--- config.mk ---
export PLATFORM = sky130hd
export DESIGN_NAME = lhp_host_port
export DESIGN_NICKNAME = d
export VERILOG_FILES = /design/src/design/lhp_pkg.sv /design/src/design/lhp_host_port.sv
export SDC_FILE = /design/constraint.sdc
export NUM_CORES = 1
export LEC_CHECK = 0
export ABC_CLOCK_PERIOD_IN_PS = 4600
export BUFFER_PORTS_ARGS = -buffer_cell sky130_fd_sc_hd__buf_2
export CAP_MARGIN = 20
export CORE_MARGIN = 8
export CORE_UTILIZATION = 53
export DETAILED_ROUTE_END_ITERATION = 12
export GPL_TIMING_DRIVEN = 1
export HOLD_SLACK_MARGIN = 0.12
export PLACE_DENSITY_LB_ADDON = 0.15
export SETUP_SLACK_MARGIN = 0.02
export SLEW_MARGIN = 20
export SYNTH_ARGS = -nofsm -noshare
export SYNTH_HDL_FRONTEND = slang
export SYNTH_SLANG_ARGS = --single-unit
--- constraint.sdc ---
create_clock -name clk_sys_in -period 4.6 [get_ports clk_sys_in]
set_input_delay 0.69 -clock clk_sys_in [delete_from_list [all_inputs] [get_ports clk_sys_in]]
set_output_delay 0.69 -clock clk_sys_in [all_outputs]
set_load 0.005 [all_outputs]
--- src/design/lhp_pkg.sv ---
// Functional notes
// - Command/data select low means command index, high means pixel data.
// - Pixel bus width is 8, 9, 16 or 18 bits by configuration.
// - Both i80 strobes and M68 enable plus direction are accepted.
// - 16-bit byte order 00, 01, 1x packs colour words differently.
// - Reads return the latch from the previous read; first read is dummy.
// - Address counter advances after every pixel read and every pixel write the FIFO accepts, by scan setting.
// - 128-line layout: line in upper byte, column lower, 0000 to 7F7F.
// - 96-line layout uses the same split, limited to 5F5F.
// - Three scan bits pick eight orders; RGB interface forces 000.
// - 8-colour and dithering modes slow refresh from 60Hz to 40Hz.
// - Partial mode drives only rows inside the configured window.
// - Sleep still accepts writes and keeps memory contents.
// - Oscillator stops during sleep and restarts when sleep ends.
package lhp_pkg;
  localparam int CLK_HZ = 200000000;
  localparam int RATE_NORMAL_HZ = 60;
  localparam int RATE_LOW_HZ = 40;
  localparam int LINES_PER_FRAME = 128;
  localparam int LINE_CYC_NORMAL = CLK_HZ / (RATE_NORMAL_HZ * LINES_PER_FRAME);
  localparam int LINE_CYC_LOW = CLK_HZ / (RATE_LOW_HZ * LINES_PER_FRAME);
  localparam logic [6:0] LAST_128 = 7'h7F;
  localparam logic [6:0] LAST_96 = 7'h5F;
  localparam int FIFO_DEPTH = 8;
  localparam int FIFO_WIDTH = 32;
  localparam logic [3:0] OFS_CTRL = 4'h0;
  localparam logic [3:0] OFS_PART = 4'h4;
  localparam logic [3:0] OFS_ADDR = 4'h8;
  localparam logic [3:0] OFS_STAT = 4'hC;
  localparam int CB_WIDTH = 0;
  localparam int CB_M68 = 2;
  localparam int CB_ORDER = 3;
  localparam int CB_SCAN = 5;
  localparam int CB_SMALL = 8;
  localparam int CB_COLOR8 = 9;
  localparam int CB_DITHER = 10;
  localparam int CB_PARTIAL = 11;
  localparam int CB_SLEEP = 12;
  localparam int CB_RGBIF = 13;
  localparam logic [13:0] CTRL_RESET = 14'h0003;
  localparam logic [15:0] PART_RESET = 16'h7F00;
  localparam logic [1:0] WIDTH_8 = 2'h0;
  localparam logic [1:0] WIDTH_9 = 2'h1;
  localparam logic [1:0] WIDTH_16 = 2'h2;
  localparam logic [1:0] WIDTH_18 = 2'h3;
  localparam logic [1:0] RESP_OKAY = 2'h0;
  localparam logic [1:0] RESP_SLVERR = 2'h2;
endpackage

--- src/design/lhp_host_port.sv ---
// The address map and register access over AXI4-Lite were chosen for this implementation.
`timescale 1ns/1ps
module lhp_fifo #(
  parameter int WIDTH = 32,
  parameter int DEPTH = 8
) (
  input wire logic clk_sys_in,
  input wire logic reset_in,
  input wire logic in_valid_in,
  output logic in_ready_out,
  input wire logic [WIDTH-1:0] in_data_in,
  output logic out_valid_out,
  input wire logic out_ready_in,
  output logic [WIDTH-1:0] out_data_out
);
  localparam int AW = $clog2(DEPTH);
  logic [WIDTH-1:0] mem_reg [DEPTH];
  logic [AW:0] wr_reg;
  logic [AW:0] rd_reg;
  wire push = in_valid_in && in_ready_out;
  wire pop = out_valid_out && out_ready_in;
  assign in_ready_out = (wr_reg - rd_reg) != (AW+1)'(DEPTH);
  assign out_valid_out = wr_reg != rd_reg;
  assign out_data_out = mem_reg[rd_reg[AW-1:0]];
  always_ff @(posedge clk_sys_in)
  begin
    if (push)
      mem_reg[wr_reg[AW-1:0]] <= in_data_in;
    if (reset_in)
    begin
      wr_reg <= '0;
      rd_reg <= '0;
    end
    else
    begin
      wr_reg <= wr_reg + (AW+1)'(push);
      rd_reg <= rd_reg + (AW+1)'(pop);
    end
  end
endmodule

module lhp_host_port #(
  parameter int LINE_CYC_NORMAL = lhp_pkg::LINE_CYC_NORMAL,
  parameter int LINE_CYC_LOW = lhp_pkg::LINE_CYC_LOW
) (
  input wire logic clk_sys_in,
  input wire logic reset_in,
  input wire logic [3:0] s_axi_awaddr,
  input wire logic s_axi_awvalid,
  output logic s_axi_awready,
  input wire logic [31:0] s_axi_wdata,
  input wire logic [3:0] s_axi_wstrb,
  input wire logic s_axi_wvalid,
  output logic s_axi_wready,
  output logic [1:0] s_axi_bresp,
  output logic s_axi_bvalid,
  input wire logic s_axi_bready,
  input wire logic [3:0] s_axi_araddr,
  input wire logic s_axi_arvalid,
  output logic s_axi_arready,
  output logic [31:0] s_axi_rdata,
  output logic [1:0] s_axi_rresp,
  output logic s_axi_rvalid,
  input wire logic s_axi_rready,
  input wire logic chip_sel_n_in,
  input wire logic cmd_data_select_in,
  input wire logic wr_n_in,
  input wire logic rd_n_in,
  input wire logic [17:0] bus_data_in,
  output logic [17:0] bus_data_out,
  output logic bus_data_oe_out,
  output logic host_busy_out,
  input wire logic id_strap_in,
  output logic pix_valid_out,
  input wire logic pix_ready_in,
  output logic [31:0] pix_data_out,
  output logic [13:0] mem_rd_addr_out,
  input wire logic [17:0] mem_rd_data_in,
  output logic internal_oscillator_run_out,
  output logic line_start_out,
  output logic [6:0] line_index_out,
  output logic row_drive_out,
  output logic color8_out
);
  // Pin synchronisers: the first stage feeds only the second
  logic [22:0] pin_s1_reg;
  logic [22:0] pin_s2_reg;
  logic strobe_q_reg;
  logic was_read_reg;
  logic was_data_reg;
  logic [17:0] word_reg;
  always_ff @(posedge clk_sys_in)
  begin
    pin_s1_reg <= {chip_sel_n_in, cmd_data_select_in, wr_n_in, rd_n_in,
                   id_strap_in, bus_data_in};
    pin_s2_reg <= pin_s1_reg;
  end
  wire cs_n_s = pin_s2_reg[22];
  wire rs_s = pin_s2_reg[21];
  wire wr_n_s = pin_s2_reg[20];
  wire rd_n_s = pin_s2_reg[19];
  wire [17:0] dat_s = pin_s2_reg[17:0];

  logic [13:0] ctrl_reg;
  logic [15:0] part_reg;
  logic [7:0] cmd_index_reg;
  logic [6:0] row_reg;
  logic [6:0] col_reg;
  wire [1:0] bus_width = ctrl_reg[lhp_pkg::CB_WIDTH +: 2];
  wire m68 = ctrl_reg[lhp_pkg::CB_M68];
  wire [1:0] byte_order = ctrl_reg[lhp_pkg::CB_ORDER +: 2];
  wire sleep = ctrl_reg[lhp_pkg::CB_SLEEP];
  wire low_rate = ctrl_reg[lhp_pkg::CB_COLOR8] | ctrl_reg[lhp_pkg::CB_DITHER];
  // Parallel RGB path can only follow the plain raster order
  wire [2:0] scan = ctrl_reg[lhp_pkg::CB_RGBIF] ? 3'h0 :
                    ctrl_reg[lhp_pkg::CB_SCAN +: 3];
  wire [6:0] last = ctrl_reg[lhp_pkg::CB_SMALL] ? lhp_pkg::LAST_96 :
                    lhp_pkg::LAST_128;

  // i80 uses separate strobes; M68 uses rd_n pin as enable, wr_n as R/W
  wire strobe = !cs_n_s && (m68 ? rd_n_s : (!wr_n_s || !rd_n_s));
  wire is_read = m68 ? wr_n_s : !rd_n_s;
  wire done = strobe_q_reg && !strobe;
  wire wr_done = done && !was_read_reg;
  wire rd_done = done && was_read_reg;
  always_ff @(posedge clk_sys_in)
  begin
    strobe_q_reg <= reset_in ? 1'b0 : strobe;
    if (strobe)
    begin
      was_read_reg <= is_read;
      was_data_reg <= rs_s;
      word_reg <= dat_s;
    end
  end

  // Pixel assembly per bus width and byte order
  logic [1:0] phase_reg;
  logic [17:0] acc_reg;
  wire [1:0] words_needed = (bus_width == lhp_pkg::WIDTH_18) ? 2'd1 :
    (bus_width == lhp_pkg::WIDTH_8) ? 2'd3 :
    (bus_width == lhp_pkg::WIDTH_16 && byte_order == 2'h0) ? 2'd1 :
    2'd2;
  wire last_word = (phase_reg + 2'd1) == words_needed;
  logic [17:0] merged;
  always_comb
  begin
    merged = acc_reg;
    case (bus_width)
      lhp_pkg::WIDTH_8:
        case (phase_reg)
          2'd0: merged[17:12] = word_reg[7:2];
          2'd1: merged[11:6] = word_reg[7:2];
          default: merged[5:0] = word_reg[7:2];
        endcase
      lhp_pkg::WIDTH_9:
        if (phase_reg == 2'd0)
          merged[17:9] = word_reg[8:0];
        else
          merged[8:0] = word_reg[8:0];
      lhp_pkg::WIDTH_16:
        if (byte_order == 2'h0)
          merged = {word_reg[15:11], word_reg[15], word_reg[10:5],
                    word_reg[4:0], word_reg[4]};
        else if (byte_order == 2'h1)
          if (phase_reg == 2'd0)
            merged[17:6] = word_reg[11:0];
          else
            merged[5:0] = word_reg[5:0];
        else if (phase_reg == 2'd0)
          merged[17:2] = word_reg[15:0];
        else
          merged[1:0] = word_reg[1:0];
      default: merged = word_reg;
    endcase
  end
  wire pix_done = wr_done && was_data_reg && last_word;
  wire fifo_ready;
  // Sleep does not block pixel writes; memory is never cleared
  wire fifo_push = pix_done && fifo_ready;
  wire advance = fifo_push || (rd_done && was_data_reg);

  // Next address: X mirrors columns, Y mirrors rows, XY swaps axes
  function automatic logic [6:0] step(input logic [6:0] v,
                                      input logic down,
                                      input logic [6:0] lim);
    if (down)
      step = (v == 7'h00) ? lim : v - 7'h01;
    else
      step = (v == lim) ? 7'h00 : v + 7'h01;
  endfunction
  wire col_wrap = scan[1] ? (col_reg == 7'h00) : (col_reg == last);
  wire row_wrap = scan[0] ? (row_reg == 7'h00) : (row_reg == last);
  wire [6:0] col_next = (!scan[2] || row_wrap) ?
                        step(col_reg, scan[1], last) : col_reg;
  wire [6:0] row_next = (scan[2] || col_wrap) ?
                        step(row_reg, scan[0], last) : row_reg;

  // AXI4-Lite slave; a low ready means its word is held until the write
  logic [3:0] awaddr_reg;
  logic [31:0] wdata_reg;
  logic [3:0] wstrb_reg;
  wire aw_held = !s_axi_awready;
  wire w_held = !s_axi_wready;
  wire do_write = aw_held && w_held && !s_axi_bvalid;
  wire wr_ctrl = do_write && awaddr_reg == lhp_pkg::OFS_CTRL;
  wire wr_part = do_write && awaddr_reg == lhp_pkg::OFS_PART;
  wire wr_addr = do_write && awaddr_reg == lhp_pkg::OFS_ADDR;
  wire wr_hit = wr_ctrl || wr_part || wr_addr;
  wire rd_take = s_axi_arvalid && s_axi_arready;
  logic [31:0] rd_mux;
  always_comb
  begin
    case (s_axi_araddr)
      lhp_pkg::OFS_CTRL: rd_mux = {18'h0, ctrl_reg};
      lhp_pkg::OFS_PART: rd_mux = {16'h0, part_reg};
      lhp_pkg::OFS_ADDR: rd_mux = {17'h0, row_reg, 1'b0, col_reg};
      lhp_pkg::OFS_STAT: rd_mux = {9'h0, line_index_out, 5'h0, low_rate,
                                   internal_oscillator_run_out,
                                   pin_s2_reg[18], cmd_index_reg};
      default: rd_mux = 32'h0000_0000;
    endcase
  end
  wire rd_hit = s_axi_araddr == lhp_pkg::OFS_CTRL ||
    s_axi_araddr == lhp_pkg::OFS_PART ||
    s_axi_araddr == lhp_pkg::OFS_ADDR || s_axi_araddr == lhp_pkg::OFS_STAT;
  always_ff @(posedge clk_sys_in)
  begin
    if (s_axi_awvalid && s_axi_awready)
      awaddr_reg <= s_axi_awaddr;
    if (s_axi_wvalid && s_axi_wready)
    begin
      wdata_reg <= s_axi_wdata;
      wstrb_reg <= s_axi_wstrb;
    end
    if (rd_take)
    begin
      s_axi_rdata <= rd_mux;
      s_axi_rresp <= rd_hit ? lhp_pkg::RESP_OKAY : lhp_pkg::RESP_SLVERR;
    end
    if (do_write)
      s_axi_bresp <= wr_hit ? lhp_pkg::RESP_OKAY : lhp_pkg::RESP_SLVERR;
    if (reset_in)
    begin
      s_axi_awready <= 1'b1;
      s_axi_wready <= 1'b1;
      s_axi_arready <= 1'b1;
      s_axi_bvalid <= 1'b0;
      s_axi_rvalid <= 1'b0;
      s_axi_bresp <= lhp_pkg::RESP_OKAY;
      s_axi_rresp <= lhp_pkg::RESP_OKAY;
      s_axi_rdata <= 32'h0000_0000;
    end
    else
    begin
      s_axi_awready <= do_write || (s_axi_awready && !s_axi_awvalid);
      s_axi_wready <= do_write || (s_axi_wready && !s_axi_wvalid);
      s_axi_arready <= !rd_take && !(s_axi_rvalid && !s_axi_rready);
      s_axi_bvalid <= do_write | (s_axi_bvalid & !s_axi_bready);
      s_axi_rvalid <= rd_take | (s_axi_rvalid & !s_axi_rready);
    end
  end

  // Control state; a register write to ADDR wins over auto-advance
  always_ff @(posedge clk_sys_in)
  begin
    if (reset_in)
    begin
      ctrl_reg <= lhp_pkg::CTRL_RESET;
      part_reg <= lhp_pkg::PART_RESET;
      cmd_index_reg <= 8'h00;
      row_reg <= 7'h00;
      col_reg <= 7'h00;
      phase_reg <= 2'd0;
      acc_reg <= 18'h0_0000;
    end
    else
    begin
      if (wr_ctrl && wstrb_reg[0])
        ctrl_reg[7:0] <= wdata_reg[7:0];
      if (wr_ctrl && wstrb_reg[1])
        ctrl_reg[13:8] <= wdata_reg[13:8];
      if (wr_part && wstrb_reg[0])
        part_reg[7:0] <= wdata_reg[7:0];
      if (wr_part && wstrb_reg[1])
        part_reg[15:8] <= wdata_reg[15:8];
      if (wr_addr)
      begin
        row_reg <= wdata_reg[14:8];
        col_reg <= wdata_reg[6:0];
      end
      else if (advance)
      begin
        row_reg <= row_next;
        col_reg <= col_next;
      end
      if (wr_done && !was_data_reg)
      begin
        cmd_index_reg <= word_reg[7:0];
        phase_reg <= 2'd0;
      end
      else if (wr_done && (!last_word || fifo_ready))
      begin
        acc_reg <= merged;
        phase_reg <= last_word ? 2'd0 : phase_reg + 2'd1;
      end
    end
  end

  // Read latch lags one access, so the first read after writes is dummy
  logic [17:0] latch_reg;
  always_ff @(posedge clk_sys_in)
  begin
    if (reset_in)
    begin
      latch_reg <= 18'h0_0000;
      bus_data_out <= 18'h0_0000;
      bus_data_oe_out <= 1'b0;
      host_busy_out <= 1'b0;
      mem_rd_addr_out <= 14'h0000;
    end
    else
    begin
      if (rd_done)
        latch_reg <= was_data_reg ? mem_rd_data_in :
                     {10'h000, cmd_index_reg};
      bus_data_oe_out <= strobe && is_read;
      bus_data_out <= latch_reg;
      host_busy_out <= !fifo_ready;
      mem_rd_addr_out <= {row_reg, col_reg};
    end
  end

  lhp_fifo #(
    .WIDTH(lhp_pkg::FIFO_WIDTH),
    .DEPTH(lhp_pkg::FIFO_DEPTH)
  ) u_fifo (
    .clk_sys_in(clk_sys_in),
    .reset_in(reset_in),
    .in_valid_in(fifo_push),
    .in_ready_out(fifo_ready),
    .in_data_in({row_reg, col_reg, merged}),
    .out_valid_out(pix_valid_out),
    .out_ready_in(pix_ready_in),
    .out_data_out(pix_data_out)
  );

  // Line timing; the counter stands still while asleep
  logic [22:0] line_cnt_reg;
  wire [22:0] line_len = low_rate ? 23'(LINE_CYC_LOW) :
                         23'(LINE_CYC_NORMAL);
  wire line_end = line_cnt_reg >= line_len - 23'd1;
  wire [6:0] line_nxt = line_index_out + 7'h01;
  wire in_window = line_nxt >= part_reg[6:0] && line_nxt <= part_reg[14:8];
  always_ff @(posedge clk_sys_in)
  begin
    if (reset_in)
    begin
      line_cnt_reg <= 23'd0;
      line_index_out <= 7'h00;
      line_start_out <= 1'b0;
      row_drive_out <= 1'b0;
      internal_oscillator_run_out <= 1'b0;
      color8_out <= 1'b0;
    end
    else
    begin
      internal_oscillator_run_out <= !sleep;
      color8_out <= low_rate;
      line_start_out <= !sleep && line_end;
      if (!sleep)
      begin
        line_cnt_reg <= line_end ? 23'd0 : line_cnt_reg + 23'd1;
        if (line_end)
        begin
          line_index_out <= line_nxt;
          row_drive_out <= !ctrl_reg[lhp_pkg::CB_PARTIAL] || in_window;
        end
      end
      else
        row_drive_out <= 1'b0;
    end
  end
endmodule

==> reports/results.ini <==
[cells_and_area]
layout.cells.non_filler = 2576
nNetsFinal = 2122
n_fill_cell = 3268
multi_input_area_um2 = 7990
seqCellArea_um2 = 13800
largest_reg_flops = 256
syn2layout_area_growth_pct = 13.7
final_common_cell = edfxtp_1
drive_gt1_frac = 0.192
final_cell_mix = 298 x edfxtp_1, 241 x dfxtp_1, 218 x nand2_1, 181 x buf_2, 119 x nor2_1
antenna_cells = 0

[global_routing]
antenna_found_initial = 2
grtUsageTotal = 0.214
gr-total-overflow = 0
grt_pass1_vias = 14900
grt_pass1_wl_um = 83800
grt_max_degree = 76

[placement]
dp.cells = 2477
portBuffers = 182
place_congestion = 0.886
place_hpwl_um = 35300
dp_slack_ns = 1.30

[sta]
post-route-period-util = 0.726
tightest_slew_ns = 1.04
fin_tns_setup_ns = 0
finalWorstPathRequiredPeriod_ns = 3.34
rsz0062_at_grt = no
clock.fmax_mhz = 299
finalHoldViolCount = 0
max_slew_margin = 0.305
fin_hold_ws_ns = 0.184
finalWorstSetupSlack_ns = 1.26
setup_viol = 0
skew_ns = 0.0225
finalMaxSlewViolations = 0

[power_and_ir_drop]
p_leak_nw = 9.70
p_total_w = 0.00976
p_per_area_nw_per_um2 = 383
vdd_drop_max_mv = 0.274

[cts]
cts_max_path_buffers = 3
insertion_delay_ns = 0.61
hold_buffers = 0
htree_levels = 2
root_buffer = clkbuf_16
cts.clk_slew.worst_paths_ns = 0.06
cts_setup_buffers = 0
ctsResizeCount = 0
numCtsBuffers = 53
clkSinkCount = 541
cts_tree = built

[worst_setup_path]
cp_top_family = compound AO/OA/AOI/OAI gates
crit_arrival_ns = 3.62
crit_path_max_incr_delay_ns = 0.85
startpoint = phase_reg[0]
cp-end-kind = flop
path_class = reg -> reg
rr_startpoint = phase_reg[0]
cp_slowest_cell = ha_1
cp-start-kind = flop
crit_path_max_fanout = 24
crit_buf_inv = 2
crit_required_ns = 4.88
path_cells = inv_1 > ha_1 > buf_4 > nand2_1 > o221ai_1 > o211ai_1 > a31oi_1

[synth]
yosys_warnings = 0
synth_area_um2 = 22400
ys_ff_latch = 541
syn_inst = 1841
yosys_most_used_dff = edfxtp_1
synth-async-reset-ratio = 0
yosysUniqueCellTypes = 73
synth_edf_count = 298
avgSynthCellArea_um2 = 12.2
yosysSeqAreaShare = 0.616

[min_path]
hp-class = in -> reg
hp-start = id_strap_in

[die]
core_area_um2 = 41900
rows = 75
die_h_um = 222
die-area_um2 = 49200
fp.dieW_um = 222
start_util = 0.536
ios = 212

[detailed_routing]
drtIter0Drc = 1272
routed_wirelength_um = 54000
ant_nets = 0
wire_per_inst_um = 20.9
vias_per_cell = 5.86
drc = 0
first_pass_iters = 5
vias = 15100

[job]
drv_cap = 0

[outcome]
status = finished, final reports clean

[synthesized netlist by cell type (all sizes together) (14+ instances only)]
cell type / number / area, um2
mux2i: 60 / 601
nand2b: 22 / 138
nand2: 219 / 825
o211ai: 19 / 143
nor2b: 48 / 300
nand3: 49 / 245
dfxtp: 243 / 4860
nor3: 38 / 190
and2: 14 / 87.6
edfxtp: 298 / 8950
o21ai: 47 / 235
ha: 36 / 450
nor2: 125 / 469
mux4: 64 / 1440
inv: 43 / 161
nand4: 14 / 87.6
a21oi: 113 / 566
mux2: 15 / 184
buf: 40 / 231
and3: 15 / 98.8
clkbuf: 90 / 338
a22oi: 27 / 203
a211oi: 30 / 225
xor2: 20 / 175
[power breakdown]
part	total [W]	internal (W)	switching (W)	leakage (nW)
clock	0.00417	0.00237	0.00180	0.826
sequential	0.00525	0.00517	0.0000807	4.71
combinational	0.000338	0.000134	0.000204	4.16
[logic make-up after synthesis]
group | Yosys count | share of synthesized area
AO/OA/AOI/OAI | 327 | 0.0944
XOR/XNOR | 33 | 0.0129
adder cells (fa/ha/maj) | 36 | 0.0201
buffers and inverters | 173 | 0.0326
flip-flops | 541 | 0.616
multiplexers | 139 | 0.0992
other | 1 | 0.000167
AND/OR/NAND/NOR | 591 | 0.125
[worst reg2reg max path, stage by stage, from the launching register on]
cell,delay [ns]
dfxtp_1,0.37
inv_1,0.10
ha_1,0.85
buf_4,0.36
nand2_1,0.14
o221ai_1,0.26
o211ai_1,0.15
a31oi_1,0.78
[cell type report]
| class | count | share of cell area |
|---|---|---|
| clock buffer | 74 | 0.0567 |
| clock inverter | 25 | 0.00942 |
| inverter | 43 | 0.00633 |
| multi-input combinational | 1137 | 0.313 |
| sequential | 541 | 0.542 |
| tap | 539 | 0.0264 |
| timing repair buffer | 217 | 0.0463 |
[through the flow]
step | instance area, um2 | util
after floorplan | 22500 | -
after global placement | 23800 | 0.569
final | 25500 | 0.609
after global routing | 25500 | 0.609
after CTS | 25500 | 0.609
after detailed placement | 23800 | 0.569
[path summary, 6_finish.rpt]
kind,end,slack (ns),cells after the start
max reg2reg,u_fifo.mem_reg[4][12],1.26,7
max,u_fifo.mem_reg[4][12],1.26,7
min reg2reg,pin_s2_reg[2],0.32,0
min,pin_s1_reg[18],0.18,1
[routing by layer]
layer / global-route usage / share of wire / vias to the layer above
met2: 0.339 / 0.46 / 593
met5: 0 / 0.00041 / -
li1: - / - / 7047
met4: 0.0744 / 0.029 / 4
met3: 0.0537 / 0.086 / 100
met1: 0.284 / 0.43 / 7344
Note: power is estimated with default switching activity, not from simulation.
